--- src/rtl/charge_seq_pkg.sv ---
/*
 constants, states and carriers for the charge phase sequencer.
 assumes a 50 MHz system clock and millivolt / milliamp sample codes.
*/
package charge_seq_pkg;
   // ==========================================================
   // clock and timing
   localparam int unsigned CLK_HZ         = 50_000_000;
   localparam int unsigned CLK_PERIOD_NS  = 20;
   localparam int unsigned SW_FREQ_HZ     = 250_000;
   localparam int unsigned SW_PERIOD_CYC  = CLK_HZ / SW_FREQ_HZ;
   localparam int unsigned OC_TIME_US     = 30_000;
   localparam int unsigned OC_CYC         =
      OC_TIME_US * (CLK_HZ / 1_000_000);
   localparam int unsigned SC_TIME_NS     = 40_000;
   localparam int unsigned SC_CYC         = SC_TIME_NS / CLK_PERIOD_NS;
   localparam int unsigned PERSIST_SAMPLES = 4;
   // ==========================================================
   // thresholds, millivolts and milliamps
   localparam logic [15:0] VBAT_LOW_MV    = 16'h09C4; // 2.5 V absolute
   localparam logic [12:0] EXIT_LI_MV     = 13'h0BB8; // 3.0 V per cell
   localparam logic [12:0] EXIT_LFP_MV    = 13'h09C4; // 2.5 V per cell
   localparam logic [12:0] RECH_DROP_MV   = 13'h0064; // 0.1 V per cell
   localparam logic [12:0] CV_WIN_MV      = 13'h0032; // cv entry window
   localparam logic [15:0] PRE_LOW_MA     = 16'h0064;
   localparam logic [15:0] PRE_HIGH_MA    = 16'h00C8;
   localparam logic [15:0] TERM_MA        = 16'h0064;
   localparam logic [15:0] OC_MV          = 16'h0960; // 2.4 V
   localparam logic [15:0] SC_MV          = 16'h0898; // 2.2 V
   localparam logic [2:0]  CELL_MIN       = 3'h2;
   localparam logic [2:0]  CELL_MAX       = 3'h5;
   // ==========================================================
   // condition vector positions
   localparam int unsigned C_ABOVE_LOW  = 0;
   localparam int unsigned C_ABOVE_EXIT = 1;
   localparam int unsigned C_NEAR_FULL  = 2;
   localparam int unsigned C_TERM_CUR   = 3;
   localparam int unsigned C_DROOP      = 4;
   localparam int unsigned N_COND       = 5;
   // ==========================================================
   // phases, one-hot
   typedef enum logic [4:0] {
      PH_PRE_LOW  = 5'h01,
      PH_PRE_HIGH = 5'h02,
      PH_CC       = 5'h04,
      PH_CV       = 5'h08,
      PH_FULL     = 5'h10
   } phase_t;
   // one adc sample set
   typedef struct packed {
      logic [15:0] vbat_mv;
      logic [15:0] ibat_ma;
      logic [15:0] vout_mv;
   } meas_t;
   // discharge side fault flags
   typedef struct packed {
      logic overcur;
      logic short_ckt;
   } fault_t;
endpackage

--- src/rtl/sample_persist.sv ---
/*
 persistence filter for one threshold condition.
 assumes i_sample is a one-cycle strobe on i_sys_clk.
*/
`timescale 1ns/1ps
module sample_persist
   import charge_seq_pkg::*;
#(
   parameter int unsigned COUNT = PERSIST_SAMPLES
)
(
   input  wire logic i_sys_clk,
   input  wire logic i_rst_n,
   input  wire logic i_sample,
   input  wire logic i_cond,
   output logic      o_level
);
   // ==========================================================
   // run counter
   logic [7:0] run_r;     // samples disagreeing with level
   logic       level_r;   // filtered level

   // a single noisy sample never flips the level
   always_ff @(posedge i_sys_clk)
   begin
      if (!i_rst_n)
      begin
         run_r   <= 8'h00;
         level_r <= 1'b0;
      end
      else if (i_sample)
      begin
         if (i_cond == level_r)
            run_r <= 8'h00;     // agreement restarts run
         else if (run_r == 8'(COUNT - 1))
         begin
            level_r <= i_cond;  // persisted long enough
            run_r   <= 8'h00;
         end
         else
            run_r <= run_r + 8'h01;
      end
   end

   assign o_level = level_r;
endmodule

--- src/rtl/charge_phase_seq.sv ---
/*
 charge phase sequencer with discharge output supervision.
 assumes adc samples arrive on i_sys_clk with a one-cycle strobe;
 the per-cell full voltage and cc current come from setting decode.
*/
// Function
// - at or below 2.5 V: 100 mA precharge
// - above 2.5 V to exit: 200 mA precharge
// - exit level: N*3 V, or N*2.5 V
// - between exit and full: programmed constant current
// - near full: constant voltage, current tapers
// - cv and current under 100 mA: full
// - restart below full minus N*0.1 V
// - converter switches at 250 kHz
// - 2 to 5 cells scale thresholds
// - 2.4 V 30 ms overcurrent, 2.2 V 40 us short
// - activation variant: discharge waits for charger
// - grounded chemistry select means iron phosphate
`timescale 1ns/1ps
module charge_phase_seq
   import charge_seq_pkg::*;
#(
   parameter int unsigned OC_CYCLES  = OC_CYC,
   parameter bit          ACTIVATION = 1'b1
)
(
   input  wire logic        i_sys_clk,
   input  wire logic        i_rst_n,
   input  wire logic        i_sample,       // adc strobe
   input  wire meas_t       i_meas,         // adc sample set
   input  wire logic [2:0]  i_cell_count,   // series cells
   input  wire logic [12:0] i_full_mv,      // full level per cell
   input  wire logic [15:0] i_cc_ma,        // constant current set
   input  wire logic [7:0]  i_duty,         // loop duty, of 200
   input  wire logic        i_cell_chemistry_select, // pin
   input  wire logic        i_charger_in,   // pin, adapter present
   input  wire logic        i_dsg_req,      // discharge wanted
   output phase_t           o_phase,
   output logic [15:0]      o_ichg_ma,      // current target
   output logic [15:0]      o_vreg_mv,      // voltage target
   output logic             o_cv_mode,
   output logic             o_full,
   output logic             o_cfg_err,
   output logic             o_sw_high,
   output logic             o_sw_low,
   output logic             o_dsg_en,
   output fault_t           o_fault
);
   // ==========================================================
   // pin synchronisers
   logic [1:0] chem_sync_r;   // chemistry select pin
   logic [1:0] chg_sync_r;    // charger present pin
   logic       lfp;           // iron phosphate chosen
   logic       chg_in;        // synchronised charger present

   // two stages each, only stage two is read
   always_ff @(posedge i_sys_clk)
   begin
      if (!i_rst_n)
      begin
         chem_sync_r <= 2'h3;
         chg_sync_r  <= 2'h0;
      end
      else
      begin
         chem_sync_r <= {chem_sync_r[0], i_cell_chemistry_select};
         chg_sync_r  <= {chg_sync_r[0], i_charger_in};
      end
   end

   assign lfp    = !chem_sync_r[1];
   assign chg_in = chg_sync_r[1];

   // ==========================================================
   // latest sample and scaled thresholds
   meas_t       meas_r;        // held sample
   logic        cells_ok;      // cell count in range
   logic [15:0] exit_mv;       // precharge exit level
   logic [15:0] full_mv;       // full charge level
   logic [15:0] cv_mv;         // cv entry level
   logic [15:0] rech_mv;       // restart level
   logic [N_COND-1:0] cond;    // raw conditions
   logic [N_COND-1:0] filt;    // persisted conditions

   // sample capture
   always_ff @(posedge i_sys_clk)
   begin
      if (!i_rst_n)
         meas_r <= '0;
      else if (i_sample)
         meas_r <= i_meas;
   end

   // per-cell figure times cell count, fits 16 bits at 5 cells
   function automatic logic [15:0] scale(input logic [2:0] n,
                                         input logic [12:0] mv);
      scale = 16'(n) * 16'(mv);
   endfunction

   assign cells_ok = (i_cell_count >= CELL_MIN) &&
                     (i_cell_count <= CELL_MAX);
   assign exit_mv = scale(i_cell_count, lfp ? EXIT_LFP_MV : EXIT_LI_MV);
   assign full_mv = scale(i_cell_count, i_full_mv);
   assign cv_mv   = full_mv - scale(i_cell_count, CV_WIN_MV);
   assign rech_mv = full_mv - scale(i_cell_count, RECH_DROP_MV);

   // conditions read from the live bus, judged only on the strobe
   always_comb
   begin
      cond               = '0;
      cond[C_ABOVE_LOW]  = i_meas.vbat_mv > VBAT_LOW_MV;
      cond[C_ABOVE_EXIT] = i_meas.vbat_mv > exit_mv;
      cond[C_NEAR_FULL]  = i_meas.vbat_mv >= cv_mv;
      cond[C_TERM_CUR]   = i_meas.ibat_ma < TERM_MA;
      cond[C_DROOP]      = i_meas.vbat_mv < rech_mv;
   end

   for (genvar g = 0; g < N_COND; g++)
   begin : g_persist
      sample_persist #(.COUNT(PERSIST_SAMPLES)) u_persist
      (
         .i_sys_clk (i_sys_clk),
         .i_rst_n   (i_rst_n),
         .i_sample  (i_sample),
         .i_cond    (cond[g]),
         .o_level   (filt[g])
      );
   end

   // ==========================================================
   // phase machine
   phase_t phase_r;    // current phase
   phase_t phase_nxt;  // next phase

   // climbs one step at a time so a rise in vbat passes each phase
   always_comb
   begin
      phase_nxt = phase_r;
      case (phase_r)
         PH_PRE_LOW:
            if (filt[C_ABOVE_LOW])
               phase_nxt = PH_PRE_HIGH;
         PH_PRE_HIGH:
            if (!filt[C_ABOVE_LOW])
               phase_nxt = PH_PRE_LOW;
            else if (filt[C_ABOVE_EXIT])
               phase_nxt = PH_CC;
         PH_CC:
            if (!filt[C_ABOVE_EXIT])
               phase_nxt = PH_PRE_HIGH;
            else if (filt[C_NEAR_FULL])
               phase_nxt = PH_CV;
         PH_CV:
            if (filt[C_TERM_CUR] && filt[C_NEAR_FULL])
               phase_nxt = PH_FULL;
            else if (!filt[C_ABOVE_EXIT])
               phase_nxt = PH_PRE_HIGH;
         PH_FULL:
            if (filt[C_DROOP])
               phase_nxt = filt[C_ABOVE_EXIT] ? PH_CC : PH_PRE_LOW;
         default:
            phase_nxt = PH_PRE_LOW;
      endcase
   end

   // phase register; no charger or bad cell count parks low precharge, full holds
   always_ff @(posedge i_sys_clk)
   begin
      if (!i_rst_n)
         phase_r <= PH_PRE_LOW;
      else if (!chg_in || !cells_ok)
         phase_r <= (phase_r == PH_FULL) ? PH_FULL : PH_PRE_LOW;
      else
         phase_r <= phase_nxt;
   end

   // ==========================================================
   // regulation targets, registered
   logic [15:0] ichg_r;   // current target
   logic [15:0] vreg_r;   // voltage target
   logic        active;   // converter allowed to switch

   assign active = chg_in && cells_ok && (phase_r != PH_FULL);

   // current target follows the phase one cycle later, voltage target tracks full_mv
   always_ff @(posedge i_sys_clk)
   begin
      if (!i_rst_n)
      begin
         ichg_r <= 16'h0000;
         vreg_r <= 16'h0000;
      end
      else
      begin
         vreg_r <= full_mv;
         if (!active)
            ichg_r <= 16'h0000;
         else
            case (phase_r)
               PH_PRE_LOW:  ichg_r <= PRE_LOW_MA;
               PH_PRE_HIGH: ichg_r <= PRE_HIGH_MA;
               PH_CC:       ichg_r <= i_cc_ma;
               // cc is only the ceiling, voltage loop tapers
               PH_CV:       ichg_r <= i_cc_ma;
               default:     ichg_r <= 16'h0000;
            endcase
      end
   end

   // ==========================================================
   // switching clock, 200 cycles per period
   logic [7:0] sw_cnt_r;    // position within period
   logic       sw_high_r;   // high-side gate
   logic       sw_low_r;    // low-side gate

   // fixed period counter and gate drive
   always_ff @(posedge i_sys_clk)
   begin
      if (!i_rst_n)
      begin
         sw_cnt_r  <= 8'h00;
         sw_high_r <= 1'b0;
         sw_low_r  <= 1'b0;
      end
      else
      begin
         if (sw_cnt_r == 8'(SW_PERIOD_CYC - 1))
            sw_cnt_r <= 8'h00;
         else
            sw_cnt_r <= sw_cnt_r + 8'h01;
         // never both on; low side idles off when stopped
         sw_high_r <= active && (sw_cnt_r < i_duty);
         sw_low_r  <= active && !(sw_cnt_r < i_duty);
      end
   end

   // ==========================================================
   // discharge supervision
   logic [20:0] oc_cnt_r;   // time below 2.4 V
   logic [11:0] sc_cnt_r;   // time below 2.2 V
   fault_t      fault_r;    // latched faults
   logic        armed_r;    // activation seen
   logic        dsg_r;      // discharge enable
   logic        low_oc;     // vout under overcurrent level
   logic        low_sc;     // vout under short level

   assign low_oc = dsg_r && (meas_r.vout_mv < OC_MV);
   assign low_sc = dsg_r && (meas_r.vout_mv < SC_MV);

   always_ff @(posedge i_sys_clk)
   begin
      if (!i_rst_n)
      begin
         oc_cnt_r <= 21'h000000;
         sc_cnt_r <= 12'h000;
      end
      else
      begin
         oc_cnt_r <= low_oc ? oc_cnt_r + 21'h000001 : 21'h000000;
         sc_cnt_r <= low_sc ? sc_cnt_r + 12'h001 : 12'h000;
      end
   end

   // faults latch until a charger restart; set wins
   always_ff @(posedge i_sys_clk)
   begin
      if (!i_rst_n)
         fault_r <= '0;
      else
      begin
         if (chg_in)
            fault_r <= '0;
         if (low_oc && oc_cnt_r == 21'(OC_CYCLES - 1))
            fault_r.overcur <= 1'b1;
         if (low_sc && sc_cnt_r == 12'(SC_CYC - 1))
            fault_r.short_ckt <= 1'b1;
      end
   end

   // activation latch, set once a charger is seen
   always_ff @(posedge i_sys_clk)
   begin
      if (!i_rst_n)
         armed_r <= 1'b0;
      else if (chg_in || !ACTIVATION)
         armed_r <= 1'b1;
   end

   always_ff @(posedge i_sys_clk)
   begin
      if (!i_rst_n)
         dsg_r <= 1'b0;
      else
         dsg_r <= i_dsg_req && armed_r && cells_ok && (fault_r == '0)
                  && !(low_sc && sc_cnt_r == 12'(SC_CYC - 1))
                  && !(low_oc && oc_cnt_r == 21'(OC_CYCLES - 1));
   end

   // ==========================================================
   // outputs
   assign o_phase   = phase_r;
   assign o_ichg_ma = ichg_r;
   assign o_vreg_mv = vreg_r;
   assign o_cv_mode = (phase_r == PH_CV);
   assign o_full    = (phase_r == PH_FULL);
   assign o_cfg_err = !cells_ok;
   assign o_sw_high = sw_high_r;
   assign o_sw_low  = sw_low_r;
   assign o_dsg_en  = dsg_r;
   assign o_fault   = fault_r;
endmodule

--- config.mk ---
export PLATFORM = sky130hd
export DESIGN_NAME = charge_phase_seq
export DESIGN_NICKNAME = d
export VERILOG_FILES = /design/src/rtl/charge_seq_pkg.sv /design/src/rtl/sample_persist.sv /design/src/rtl/charge_phase_seq.sv
export SDC_FILE = /design/constraint.sdc
export NUM_CORES = 1
export LEC_CHECK = 0
export BUFFER_PORTS_ARGS = -buffer_cell sky130_fd_sc_hd__clkbuf_2
export CAP_MARGIN = 20
export CORE_ASPECT_RATIO = 2
export CORE_MARGIN = 2
export CORE_UTILIZATION = 60
export CTS_BUF_LIST = sky130_fd_sc_hd__clkbuf_8
export DETAILED_ROUTE_END_ITERATION = 7
export PLACE_DENSITY = 0.83
export SKIP_LAST_GASP = 1
export SYNTH_ARGS = -nofsm -noshare
export SYNTH_HDL_FRONTEND = slang
export SYNTH_SLANG_ARGS = --single-unit
--- constraint.sdc ---
create_clock -name i_sys_clk -period 8.6 [get_ports i_sys_clk]
set_input_delay 1.29 -clock i_sys_clk [delete_from_list [all_inputs] [get_ports i_sys_clk]]
set_output_delay 1.29 -clock i_sys_clk [all_outputs]
set_load 0.005 [all_outputs]
==> results of run 1 <==
[layer usage]
metal  global-route usage (%)  up-vias  wire (microns)
li1                         -     4400               -
met1                     24.9     4185            8180
met2                     53.5      220           13100
met3                     4.33       74             875
met4                     16.2        0            1170
met5                        0        -               0
[final timing paths]
kind	startpoint	to	depth (start not counted)
worst max-delay path	i_cell_count[2]	g_persist[4].u_persist.run_r[4]	26
worst min-delay path	chem_sync_r[0]	chem_sync_r[1]	1
worst max register to register	chem_sync_r[1]	g_persist[1].u_persist.run_r[2]	21
worst min register to register	chem_sync_r[0]	chem_sync_r[1]	1
[worst reg2reg max path: stages, from the launching register on]
cell	delay, ps
dfxtp_1	350
inv_1	100
nor2_1	370
fa_1	530
fa_1	480
a21o_1	190
a21oi_1	240
o21bai_1	100
a21oi_1	280
o21bai_1	110
a21oi_1	250
nor2b_1	70
o21ai_0	180
ha_1	170
nand3_1	100
nor3b_1	240
nand4_1	160
o21ai_1	160
o22ai_1	160
xnor2_1	640
nand4_1	310
o311ai_1	320
[registers in the layout, indices dropped and copies added, names as in the netlist, 2 cells and up]
| register | count |
|---|---|
| chem_sync_r | 2 |
| sw_cnt_r | 8 |
| o_ichg_ma | 16 |
| oc_cnt_r | 21 |
| g_persist.u_persist.o_level | 5 |
| o_vreg_mv | 16 |
| chg_sync_r | 2 |
| sc_cnt_r | 12 |
| o_phase | 5 |
| g_persist.u_persist.run_r | 40 |
| o_fault | 2 |
| meas_r | 13 |
[per-stage QoR]
stage | instances | worst slack (ps)
final | 1522 | 1350
after global routing | 1522 | 859
after CTS | 1521 | 1370
after detailed placement | 1489 | 894
after global placement | 1489 | 1080
after floorplan | 1184 | 1850
[report_power, final]
part,switching [mW],internal (mW)
clock network,0.278,0.259
logic,0.407,0.323
registers,0.0118,0.697
total,0.697,1.28
[kinds of logic after synthesis]
group	count (synthesis)	share of synthesized area, %
simple gates	467	23.6
flops	146	29.4
fa+ha+maj	125	17.1
compound gates	221	15.2
mux	19	1.94
xor+xnor	91	8.32
buf+inv	114	4.31
other cells	1	0.0378
[cell type report]
cell class                 instances  share of cell area (%)
clock buffer                      17                    2.10
timing repair buffer             139                    6.38
sequential                       146                    26.2
clock inverter                    15                    1.41
tap                              204                    2.29
inverter                          77                    2.59
multi-input combinational        924                    59.0
[cell usage in the layout, fill, tap and decap left out, types with 27 or more instances in the layout]
master and n:
dfxtp_1 146, nor2_1 137, clkbuf_2 133, ha_1 103
nand2_1 94, inv_1 77, a21oi_1 67, xnor2_1 48
nand3_1 45, xor2_1 40, o21ai_0 34, and2_1 34
and3_1 31, a21o_1 27
[synth_stat cells, types with 3 or more instances]
cell type / instances / area (sq um)
clkbuf_1: 36 / 135
o21bai_1: 6 / 45.0
dfxtp_1: 146 / 2920
o31ai_1: 3 / 22.5
and3_1: 31 / 194
or2_2: 6 / 37.5
a211oi_1: 9 / 67.6
nor4_1: 18 / 113
mux2i_1: 17 / 170
nor2_1: 137 / 514
or3_1: 3 / 18.8
nand2_1: 94 / 353
xnor2_1: 48 / 420
o211ai_1: 14 / 105
a21oi_1: 67 / 335
nor2b_1: 15 / 93.8
o21ai_1: 4 / 20.0
nor3_1: 20 / 100
a31oi_1: 8 / 50.1
nand2b_1: 12 / 75.1
fa_1: 19 / 380
o211a_1: 4 / 40.0
and2_1: 34 / 213
o22ai_1: 4 / 25.0
a211o_1: 4 / 35.0
a211oi_2: 3 / 37.5
nand4_1: 20 / 125
nor3b_1: 9 / 67.6
o21ai_0: 34 / 170
o21a_1: 4 / 30.0
inv_1: 76 / 285
nand3_1: 45 / 225
nor4b_1: 7 / 61.3
ha_1: 103 / 1290
xor2_1: 40 / 350
a21o_1: 27 / 203
==> results.md, run 1 <==
- Run status: complete, no violations
- CTS max path bufs: 2
- Clock latency on the worst-skew pair: 450 ps
- Core ar.: 16,300 sq um
- Fill cell count: 1,368
- FF+latch count, synth: 146
- Final Hold Fails: 0
- Via/cell ratio: 5.83
- First-pass GRT wire length: 38,400 microns
- Area of the multi-input gates: 6580 sq um
- Worst endpoint required time: 8950 ps
- Final Critical Period: 7250 ps
- Drt first pass iters: 5
- Buffers & Inverters on Critical Path: 2
- Core Util, Final: 68.5%
- Drt initial violations: 286
- Post-DRT Antenna Nets: 0
- LEAKAGE: 5.07 nW
- Slew @ Worst Pin: 919 ps
- Synthesized area per cell: 8.39 sq um
- Setup_tns: 0 ps
- IO Pins: 139
- Synthesis-to-finish area growth: 12.3%
- # diodes: 0
- Largest net degree at the start of global routing: 46
- DRT Wirelength: 23,300 microns
- Synthesized cell area: 9930 sq um
- Sequential cell area: 2920 sq um
- Initial Utilization: 61.0%
- Vias in the first global route: 8,858
- Ys Warns: 0
- Residual DRC: 0
- Die H: 186 microns
- Area after DPL: 10,700 sq um
- Clock Pin Slew Worst Setup and Hold Paths: 80 ps
- Post-route cell area: 11,100 sq um
- All-Layer GR Usage: 27.1%
- Worst path arrival time: 7600 ps
- CP dominant cell by count: ha_1
- Startpoint Class: input pin
- Crit. End Element: flop
- Pwr Total: 1.98 mW
- Die ar.: 17,700 sq um
- Dpl hpwl: 18,300 microns
- Global route overflow: 0
- Period utilization: 84.3%
- Postcts setup bufs: 0
- Share of post-route cells with drive strength above 1: 15.3%
- Crit path max fanout: 19
- Slew HR: 38.3%
- Post-CTS sizing: 0
- RSZ-0062 raised after global routing: no
- Asr flop ratio synth: 0%
- # hold bufs at CTS: 0
- Worst hold path class: reg -> reg
- Vias: 8,879
- Final number of setup-violating endpoints: 0
- Setup CP Type: in -> reg
- Final net count: 1,521
- Max-slew violation count: 0
- Worst path slowest cell: fa_1
- Max Cap Viol: 0
- Synth Net Count: 1,400
- Post-synth top flop: dfxtp_1
- TritonCTS clock tree: done
- Synth unique cells: 83
- Routability cong.: 0.906
- Cell family with most CP delay: compound AO/OA/AOI/OAI gates
- Power Density: 177 nW/um^2
- Largest stage delay on the critical path: 610 ps
- Sink Count: 146
- DIE WIDTH: 95.0 microns
- Port bufs: 133
- Max VDD drop: 0.110 mV
- FP Rows: 66
- H-tree depth: 4
- Clock root cell: clkbuf_8
- Post-synth EDFFs: 0
- Total CTS buffers: 17
- Max Fclk: 138 MHz
- Mapped Cells: 1,184
- Clock skew: 10.0 ps
- Reg2reg setup slack: 2980 ps
- Initial antenna violation count: 0
- Worst hold slack: 418 ps
- Register area share after synthesis: 29.4%
- Post-DR wirelength/cell: 15.3 microns
Note: power is estimated with default switching activity, not from simulation.
==> run 2: changes to the inputs <==
Settings changed: ABC_AREA set to 1, CORE_UTILIZATION 60 to 61.
Clock period 8.6 ns to 7.2 ns, I/O delays scaled along.
==> run 2 against run 1 <==
  * Flip-flop and latch count is the same
  * Combinational power grew 23%
  * Cell count grew 28%
  * Highest routed layer unchanged
==> results.md, run 2 <==
- Run status: complete, no violations (unchanged)
- Reg-to-reg critical path endpoint: g_persist[1].u_persist.run_r[2] (unchanged)
- Final Critical Period: 5980 ps
- LEAKAGE: 5.83 nW (was 5.07 nW)
- # hold bufs at CTS: 0 (unchanged)
- Internal power: 1.52 mW (was 1.28 mW)
- Post-DR wirelength/cell: 14.6 microns (was 15.3 microns)
- Global route overflow: 0 (unchanged)
- Total CTS buffers: 17 (unchanged)
- Post-DRT Antenna Nets: 0 (unchanged)
- Crit. End Element: flop (unchanged)
- Largest register by flop count: g_persist.u_persist.run_r (unchanged)
- Max VDD drop: 0.151 mV (was 0.110 mV)
- CP dominant cell by count: nand2_1 (was ha_1)
- RSZ-0062 raised after global routing: no (unchanged)
- Worst path slowest cell: nor3_1 (was fa_1)
- Setup_tns: 0 ps (unchanged)
- Worst hold path class: reg -> reg (unchanged)
- Post-synth top flop: dfxtp_1 (unchanged)
- Drt first pass iters: 4 (was 5)
- Max FFs per register: 40 (unchanged)
- Clock root cell: clkbuf_8 (unchanged)
- Postcts setup bufs: 0 (unchanged)
- Slew HR: 54.3% (was 38.3%)
- Core ar.: 17,300 sq um (was 16,300 sq um)
- Synthesized cell area: 10,800 sq um (was 9930 sq um)
- Area after DPL: 11,700 sq um (was 10,700 sq um)
- Flop pwr share: 35.0% (was 35.9%)
- IO Pins: 139 (unchanged)
- Vias: 10.9k (was 8,879)
- Worst endpoint required time: 7580 ps (was 8950 ps)
- Cell taking the most area after synthesis: dfxtp_1 (unchanged)
- Ranking of synthesized cells by area: dfxtp_1 27%, nand2_1 13%, ha_1 12% (was dfxtp_1 29%, ha_1 13%, nor2_1 5.2%)
- Sink Count: 146 (unchanged)
- DIE WIDTH: 98.1 microns (was 95.0 microns)
- Crit path max fanout: 11 (was 19)
- Ys Warns: 0 (unchanged)
- Share of the synthesized area in the top cell type: 27.0% (was 29.4%)
- Clock power frac: 27.6% (was 27.2%)
- Dpl hpwl: 22,600 microns (was 18,300 microns)
- Reg2reg setup slack: 2600 ps (was 2980 ps)
- Worst Hold End: chg_sync_r[1] (was chem_sync_r[1])
- Clock Pin Slew Worst Setup and Hold Paths: 80 ps (about the same)
- Regs by FF count: g_persist.u_persist.run_r: 40 flops, oc_cnt_r: 21 flops (unchanged)
- Most frequent cell after synthesis: nand2_1 (was dfxtp_1)
- Sw frac: 37.2% (was 35.3%)
- Worst hold slack: 430 ps (was 418 ps)
- Sequential cell area: 2920 sq um (unchanged)
- TritonCTS clock tree: done (unchanged)
- First-pass GRT wire length: 46,700 microns (was 38,400 microns)
- Synthesis-to-finish area growth: 11.6% (was 12.3%)
- Vias in the first global route: 10.8k (was 8,858)
- Power Density: 200 nW/um^2 (was 177 nW/um^2)
- Pwr Total: 2.41 mW (was 1.98 mW)
- Max Fclk: 167 MHz
- Commonest cells after routing, fill and taps aside: 373 x nand2_1, 239 x inv_1, 164 x nor2_1, 146 x dfxtp_1, 133 x clkbuf_2 (was 146 x dfxtp_1, 137 x nor2_1, 133 x clkbuf_2, 103 x ha_1, 94 x nand2_1)
- Post-synth EDFFs: 0 (unchanged)
- Drt initial violations: 500 (was 286)
- Port bufs: 133 (unchanged)
- Synth Net Count: 1,813 (was 1,400)
- Worst Reg2Reg Path Length in Cells: 18 (was 21)
- Final Hold Fails: 0 (unchanged)
- Clock latency on the worst-skew pair: 470 ps (was 450 ps)
- Post-CTS sizing: 0 (unchanged)
- DRT Wirelength: 28,500 microns (was 23,300 microns)
- Die ar.: 18,900 sq um (was 17,700 sq um)
- Max-slew violation count: 0 (unchanged)
- Post-route cell area: 12,100 sq um (was 11,100 sq um)
- Initial Utilization: 62.6% (was 61.0%)
- FF+latch count, synth: 146 (unchanged)
- CTS max path bufs: 2 (unchanged)
- Largest stage delay on the critical path: 510 ps (was 610 ps)
- Synthesized area per cell: 6.77 sq um (was 8.39 sq um)
- Startpoint Class: input pin (unchanged)
- Max Cap Viol: 0 (unchanged)
- Area of the multi-input gates: 6830 sq um (was 6580 sq um)
- Via/cell ratio: 5.62 (was 5.83)
- Synth unique cells: 52 (was 83)
- Fill cell count: 1,501 (was 1,368)
- Net load switching power: 897 uW (was 697 uW)
- Commonest non-fill, non-tap cell in the layout: nand2_1 (was dfxtp_1)
- Share of post-route cells with drive strength above 1: 13.4% (was 15.3%)
- Asr flop ratio synth: 0% (unchanged)
- Register area share after synthesis: 27.0% (was 29.4%)
- Min-delay src: chg_sync_r[0] (was chem_sync_r[0])
- Mapped Cells: 1,597 (was 1,184)
- Period utilization: 83.1%
- FP Rows: 68 (was 66)
- Worst r2r src: chem_sync_r[1] (unchanged)
- Routability cong.: 1.02 (was 0.906)
- Setup CP Type: in -> reg (unchanged)
- Slew @ Worst Pin: 680 ps (was 919 ps)
- Comb power frac: 37.3% (was 36.9%)
- Worst path arrival time: 6370 ps (was 7600 ps)
- Final number of setup-violating endpoints: 0 (unchanged)
- Final net count: 1,941 (was 1,521)
- Die H: 192 microns (was 186 microns)
- WHS Path Cells: 2 (was 1)
- Top cells by instance count after synthesis: 373 x nand2_1, 239 x inv_1, 164 x nor2_1 (was 146 x dfxtp_1, 137 x nor2_1, 103 x ha_1)
- Residual DRC: 0 (unchanged)
- Largest net degree at the start of global routing: 51 (was 46)
- H-tree depth: 4 (unchanged)
- Clock skew: 17.9 ps (was 10.0 ps)
- Initial antenna violation count: 1 (was 0)
- All-Layer GR Usage: 30.5% (was 27.1%)
run 2: cell types whose count changed after synthesis, sizes merged, moves of 38 or more:
| cell | before | now |
|---|---|---|
| nand3 | 46 | 99 |
| xnor2 | 49 | 11 |
| nand2 | 94 | 395 |
| inv | 77 | 244 |
| a21oi | 67 | 124 |
| nor2 | 137 | 177 |
run 2: metrics by stage:
stage / worst slack, ps / instances / utilization, %
2_1_floorplan: 1700 / 1597 / -
3_3_place_gp: 909 / 1915 / 67.5
3_5_place_dp: 778 / 1916 / 67.5
4_1_cts: 1230 / 1946 / 69.8
5_1_grt: 900 / 1947 / 69.9
6_report: 1220 / 1947 / 69.9
run 2: routing by layer:
layer	vias to the layer above	wire length (microns)	global-route usage, %
met5	-	0	0
met1	5049	9360	25.9
met3	130	1260	5.18
li1	5428	-	-
met4	0	2080	22.7
met2	335	15800	61.1
run 2: kinds of logic after synthesis:
kind of cell,Yosys count,synth area share [%]
AO/OA/AOI/OAI,206,10.5
flip-flops,146,27.0
buffers and inverters,278,9.77
adder cells (fa/ha/maj),122,15.4
XOR/XNOR,50,4.36
AND/OR/NAND/NOR,794,32.8
other,1,0.0347
run 2: worst max path at each step:
| stage | to | cells past startpoint | startpoint |
|---|---|---|---|
| 6_report | g_persist[2].u_persist.run_r[7] | 33 | i_cell_count[0] |
| 2_1_floorplan | g_persist[2].u_persist.run_r[0] | 31 | i_cell_count[2] |
| 3_5_place_dp | g_persist[2].u_persist.run_r[7] | 33 | i_cell_count[1] |
| 4_1_cts | g_persist[2].u_persist.run_r[3] | 33 | i_cell_count[1] |
| 5_1_grt | g_persist[2].u_persist.run_r[4] | 33 | i_cell_count[0] |
| 3_3_place_gp | g_persist[2].u_persist.run_r[2] | 33 | i_cell_count[1] |
run 2: layout make-up:
cell class	instances	area share (%)
Antenna cell	1	0.0207
Clock buffer	19	2.17
Clock inverter	11	1.14
Inverter	246	7.66
Multi-Input combinational cell	1173	56.6
Sequential cell	146	24.2
Tap cell	210	2.18
Timing Repair Buffer	141	5.99
run 2: critical path: cells and delay by family:
kind,cells,cell delay [ps]
compound gates,1,160
simple gates,21,2750
fa+ha+maj,5,1710
buf+inv,6,660
run 2: power by group through the flow:
stage / clock network (mW) / registers [mW] / logic [mW]
floorplan: 0 / 0.862 / 0.655
global placement: 0 / 0.863 / 0.860
detailed placement: 0 / 0.863 / 0.890
CTS: 0.673 / 0.845 / 0.898
global route: 0.712 / 0.847 / 1.01
finish: 0.667 / 0.845 / 0.901
==> run 3: changes to the inputs <==
Clock period 7.2 ns to 6.2 ns, I/O delays scaled along.
==> run 3 against run 2 <==
  * Non-clock buffer count is 5 higher
  * Flip-flop and latch count unchanged
  * Setup slack got worse by 610 ps
  * Cell count up 0.41%
  * Worst hold slack improved by 4.2 ps
  * Sequential share of layout area about the same
  * Clock power grew 6.6%
  * Via count decreased by 0.55%
  * First-iteration DRC count shrank 5.8%
  * Register-to-register slack worse by 780 ps
  * Power is 14% higher
  * Clock skew decreased by 8.8 ps
  * Highest routed layer unchanged
==> results.md, run 3 (same netlist as run 2, synthesis figures left out) <==
- Run status: complete, no violations (unchanged)
- Final Critical Period: 5590 ps
- Worst path arrival time: 5910 ps (was 6370 ps)
- Clock root cell: clkbuf_8 (unchanged)
- Via/cell ratio: 5.57 (was 5.62)
- Global route overflow: 0 (unchanged)
- Flop pwr share: 35.7% (was 35.0%)
- Vias: 10.9k (about the same)
- Slew @ Worst Pin: 746 ps (was 680 ps)
- Regs by FF count: g_persist.u_persist.run_r: 40 flops, oc_cnt_r: 21 flops (unchanged)
- Die H: 192 microns (unchanged)
- RSZ-0062 raised after global routing: no (unchanged)
- Sw frac: 38.5% (was 37.2%)
- H-tree depth: 4 (unchanged)
- Net load switching power: 1.06 mW (was 897 uW)
- Max Fclk: 179 MHz
- First-pass GRT wire length: 47,000 microns (was 46,700 microns)
- Largest register by flop count: g_persist.u_persist.run_r (unchanged)
- Placed Instances: 1,921 (was 1,916)
- Setup_tns: 0 ps (unchanged)
- Core ar.: 17,300 sq um (unchanged)
- Crit. End Element: flop (unchanged)
- TritonCTS clock tree: done (unchanged)
- Area of the multi-input gates: 6830 sq um (unchanged)
- Clock skew: 9.04 ps (was 17.9 ps)
- Largest net degree at the start of global routing: 65 (was 51)
- CP dominant cell by count: nand2_1 (unchanged)
- All-Layer GR Usage: 30.8% (was 30.5%)
- Power Density: 227 nW/um^2 (was 200 nW/um^2)
- Drt first pass iters: 7 (was 4)
- Routability cong.: 0.995 (was 1.02)
- Synthesis-to-finish area growth: 11.7% (was 11.6%)
- LEAKAGE: 5.83 nW (about the same)
- Setup WS post-layout: 611 ps (was 1220 ps)
- Worst path slowest cell: fa_1 (was nor3_1)
- Post-CTS sizing: 0 (unchanged)
- Max VDD drop: 0.166 mV (was 0.151 mV)
- Clock Pin Slew Worst Setup and Hold Paths: 80 ps (about the same)
- DRT Wirelength: 28,300 microns (was 28,500 microns)
- Startpoint Class: input pin (unchanged)
- Dpl ws: 147 ps (was 778 ps)
- Postcts setup bufs: 0 (unchanged)
- Fill cell count: 1,535 (was 1,501)
- Largest stage delay on the critical path: 550 ps (was 510 ps)
- Clock power frac: 25.9% (was 27.6%)
- Port bufs: 133 (unchanged)
- Setup CP Type: in -> reg (unchanged)
- Die ar.: 18,900 sq um (unchanged)
- Commonest non-fill, non-tap cell in the layout: nand2_1 (unchanged)
- Internal power: 1.69 mW (was 1.52 mW)
- Clock latency on the worst-skew pair: 470 ps (about the same)
- Worst endpoint required time: 6520 ps (was 7580 ps)
- Residual DRC: 0 (unchanged)
- Comb power frac: 38.4% (was 37.3%)
- Cell family with most CP delay: simple AND/OR/NAND/NOR gates (unchanged)
- Drt initial violations: 471 (was 500)
- Post-DRT Antenna Nets: 0 (unchanged)
- Sequential cell area: 2920 sq um (unchanged)
- Final number of setup-violating endpoints: 0 (unchanged)
- # hold bufs at CTS: 0 (unchanged)
- FP Rows: 68 (unchanged)
- Dpl hpwl: 22,600 microns (about the same)
- Sink Count: 146 (unchanged)
- Max FFs per register: 40 (unchanged)
- Total CTS buffers: 17 (unchanged)
- Final net count: 1,946 (was 1,941)
- DIE WIDTH: 98.1 microns (unchanged)
- Crit path max fanout: 8 (was 11)
- Worst hold path class: reg -> reg (unchanged)
- IO Pins: 139 (unchanged)
- Max-slew violation count: 0 (unchanged)
- Buffers & Inverters on Critical Path: 6 (unchanged)
- Worst hold slack: 434 ps (was 430 ps)
- Pwr Total: 2.75 mW (was 2.41 mW)
- Period utilization: 90.2%
- CTS max path bufs: 2 (unchanged)
- Share of post-route cells with drive strength above 1: 13.8% (was 13.4%)
- Vias in the first global route: 10.9k (was 10.8k)
- Max Cap Viol: 0 (unchanged)
- Initial antenna violation count: 2 (was 1)
- Post-DR wirelength/cell: 14.5 microns (was 14.6 microns)
- Commonest cells after routing, fill and taps aside: 373 x nand2_1, 239 x inv_1, 164 x nor2_1, 146 x dfxtp_1, 133 x clkbuf_2 (unchanged)
- Slew HR: 50.3% (was 54.3%)
- Final Hold Fails: 0 (unchanged)
- Non-filler cells, final: 1,955 (was 1,947)
- Initial Utilization: 62.6% (unchanged)
[run 3: cell type report]
type / instances / share of cell area, %
well taps: 210 / 2.18
diodes: 2 / 0.0414
clock inverters: 13 / 0.912
clock buffers: 19 / 2.17
repair buffers: 146 / 6.30
inverters: 246 / 7.66
flip-flops and latches: 146 / 24.2
multi-input cells: 1173 / 56.6
[run 3: worst paths after layout]
path / start / end / slack, ps / cells after the start
setup / recovery: i_cell_count[2] / g_persist[2].u_persist.run_r[6] / 610 / 33
hold / removal: chg_sync_r[0] / chg_sync_r[1] / 430 / 2
setup reg to reg: chem_sync_r[1] / g_persist[1].u_persist.run_r[4] / 1820 / 19
hold reg to reg: chg_sync_r[0] / chg_sync_r[1] / 430 / 2
[run 3: metal layers]
| layer | vias to the layer above | global-route usage [%] | share of wire [%] |
|---|---|---|---|
| met4 | 0 | 25.4 | 8.4 |
| met5 | - | 0 | 0 |
| met1 | 4990 | 26.0 | 33 |
| met2 | 322 | 60.4 | 54 |
| met3 | 132 | 5.25 | 4.8 |
| li1 | 5438 | - | - |
[run 3: power by group through the flow]
stage	Combinational [mW]	Clock, mW	Sequential [mW]
final	1.05	0.711	0.982
after global routing	1.20	0.762	0.984
after CTS	1.05	0.724	0.982
after detailed placement	1.04	0	1.00
after global placement	1.01	0	1.00
after floorplan	0.760	0	1.00
[run 3: per-stage QoR]
stage	utilization (%)	instance area, sq um
2_1_floorplan	-	10800
3_3_place_gp	67.7	11700
3_5_place_dp	67.7	11700
4_1_cts	69.9	12100
5_1_grt	69.9	12100
6_report	69.9	12100
[run 3: worst register-to-register path, cell delays in order (launching register included)]
cell	delay, ps
dfxtp_1	450
nand2_1	100
inv_1	160
fa_1	440
ha_1	360
a21oi_1	160
nand2_1	130
nand2_1	90
o211ai_1	130
a21o_1	200
a21oi_1	170
xor2_1	110
ha_1	300
nand2_1	80
nor4_1	570
nand3_1	230
nand2_1	130
nand2_1	190
nand4_1	140
a21oi_1	70
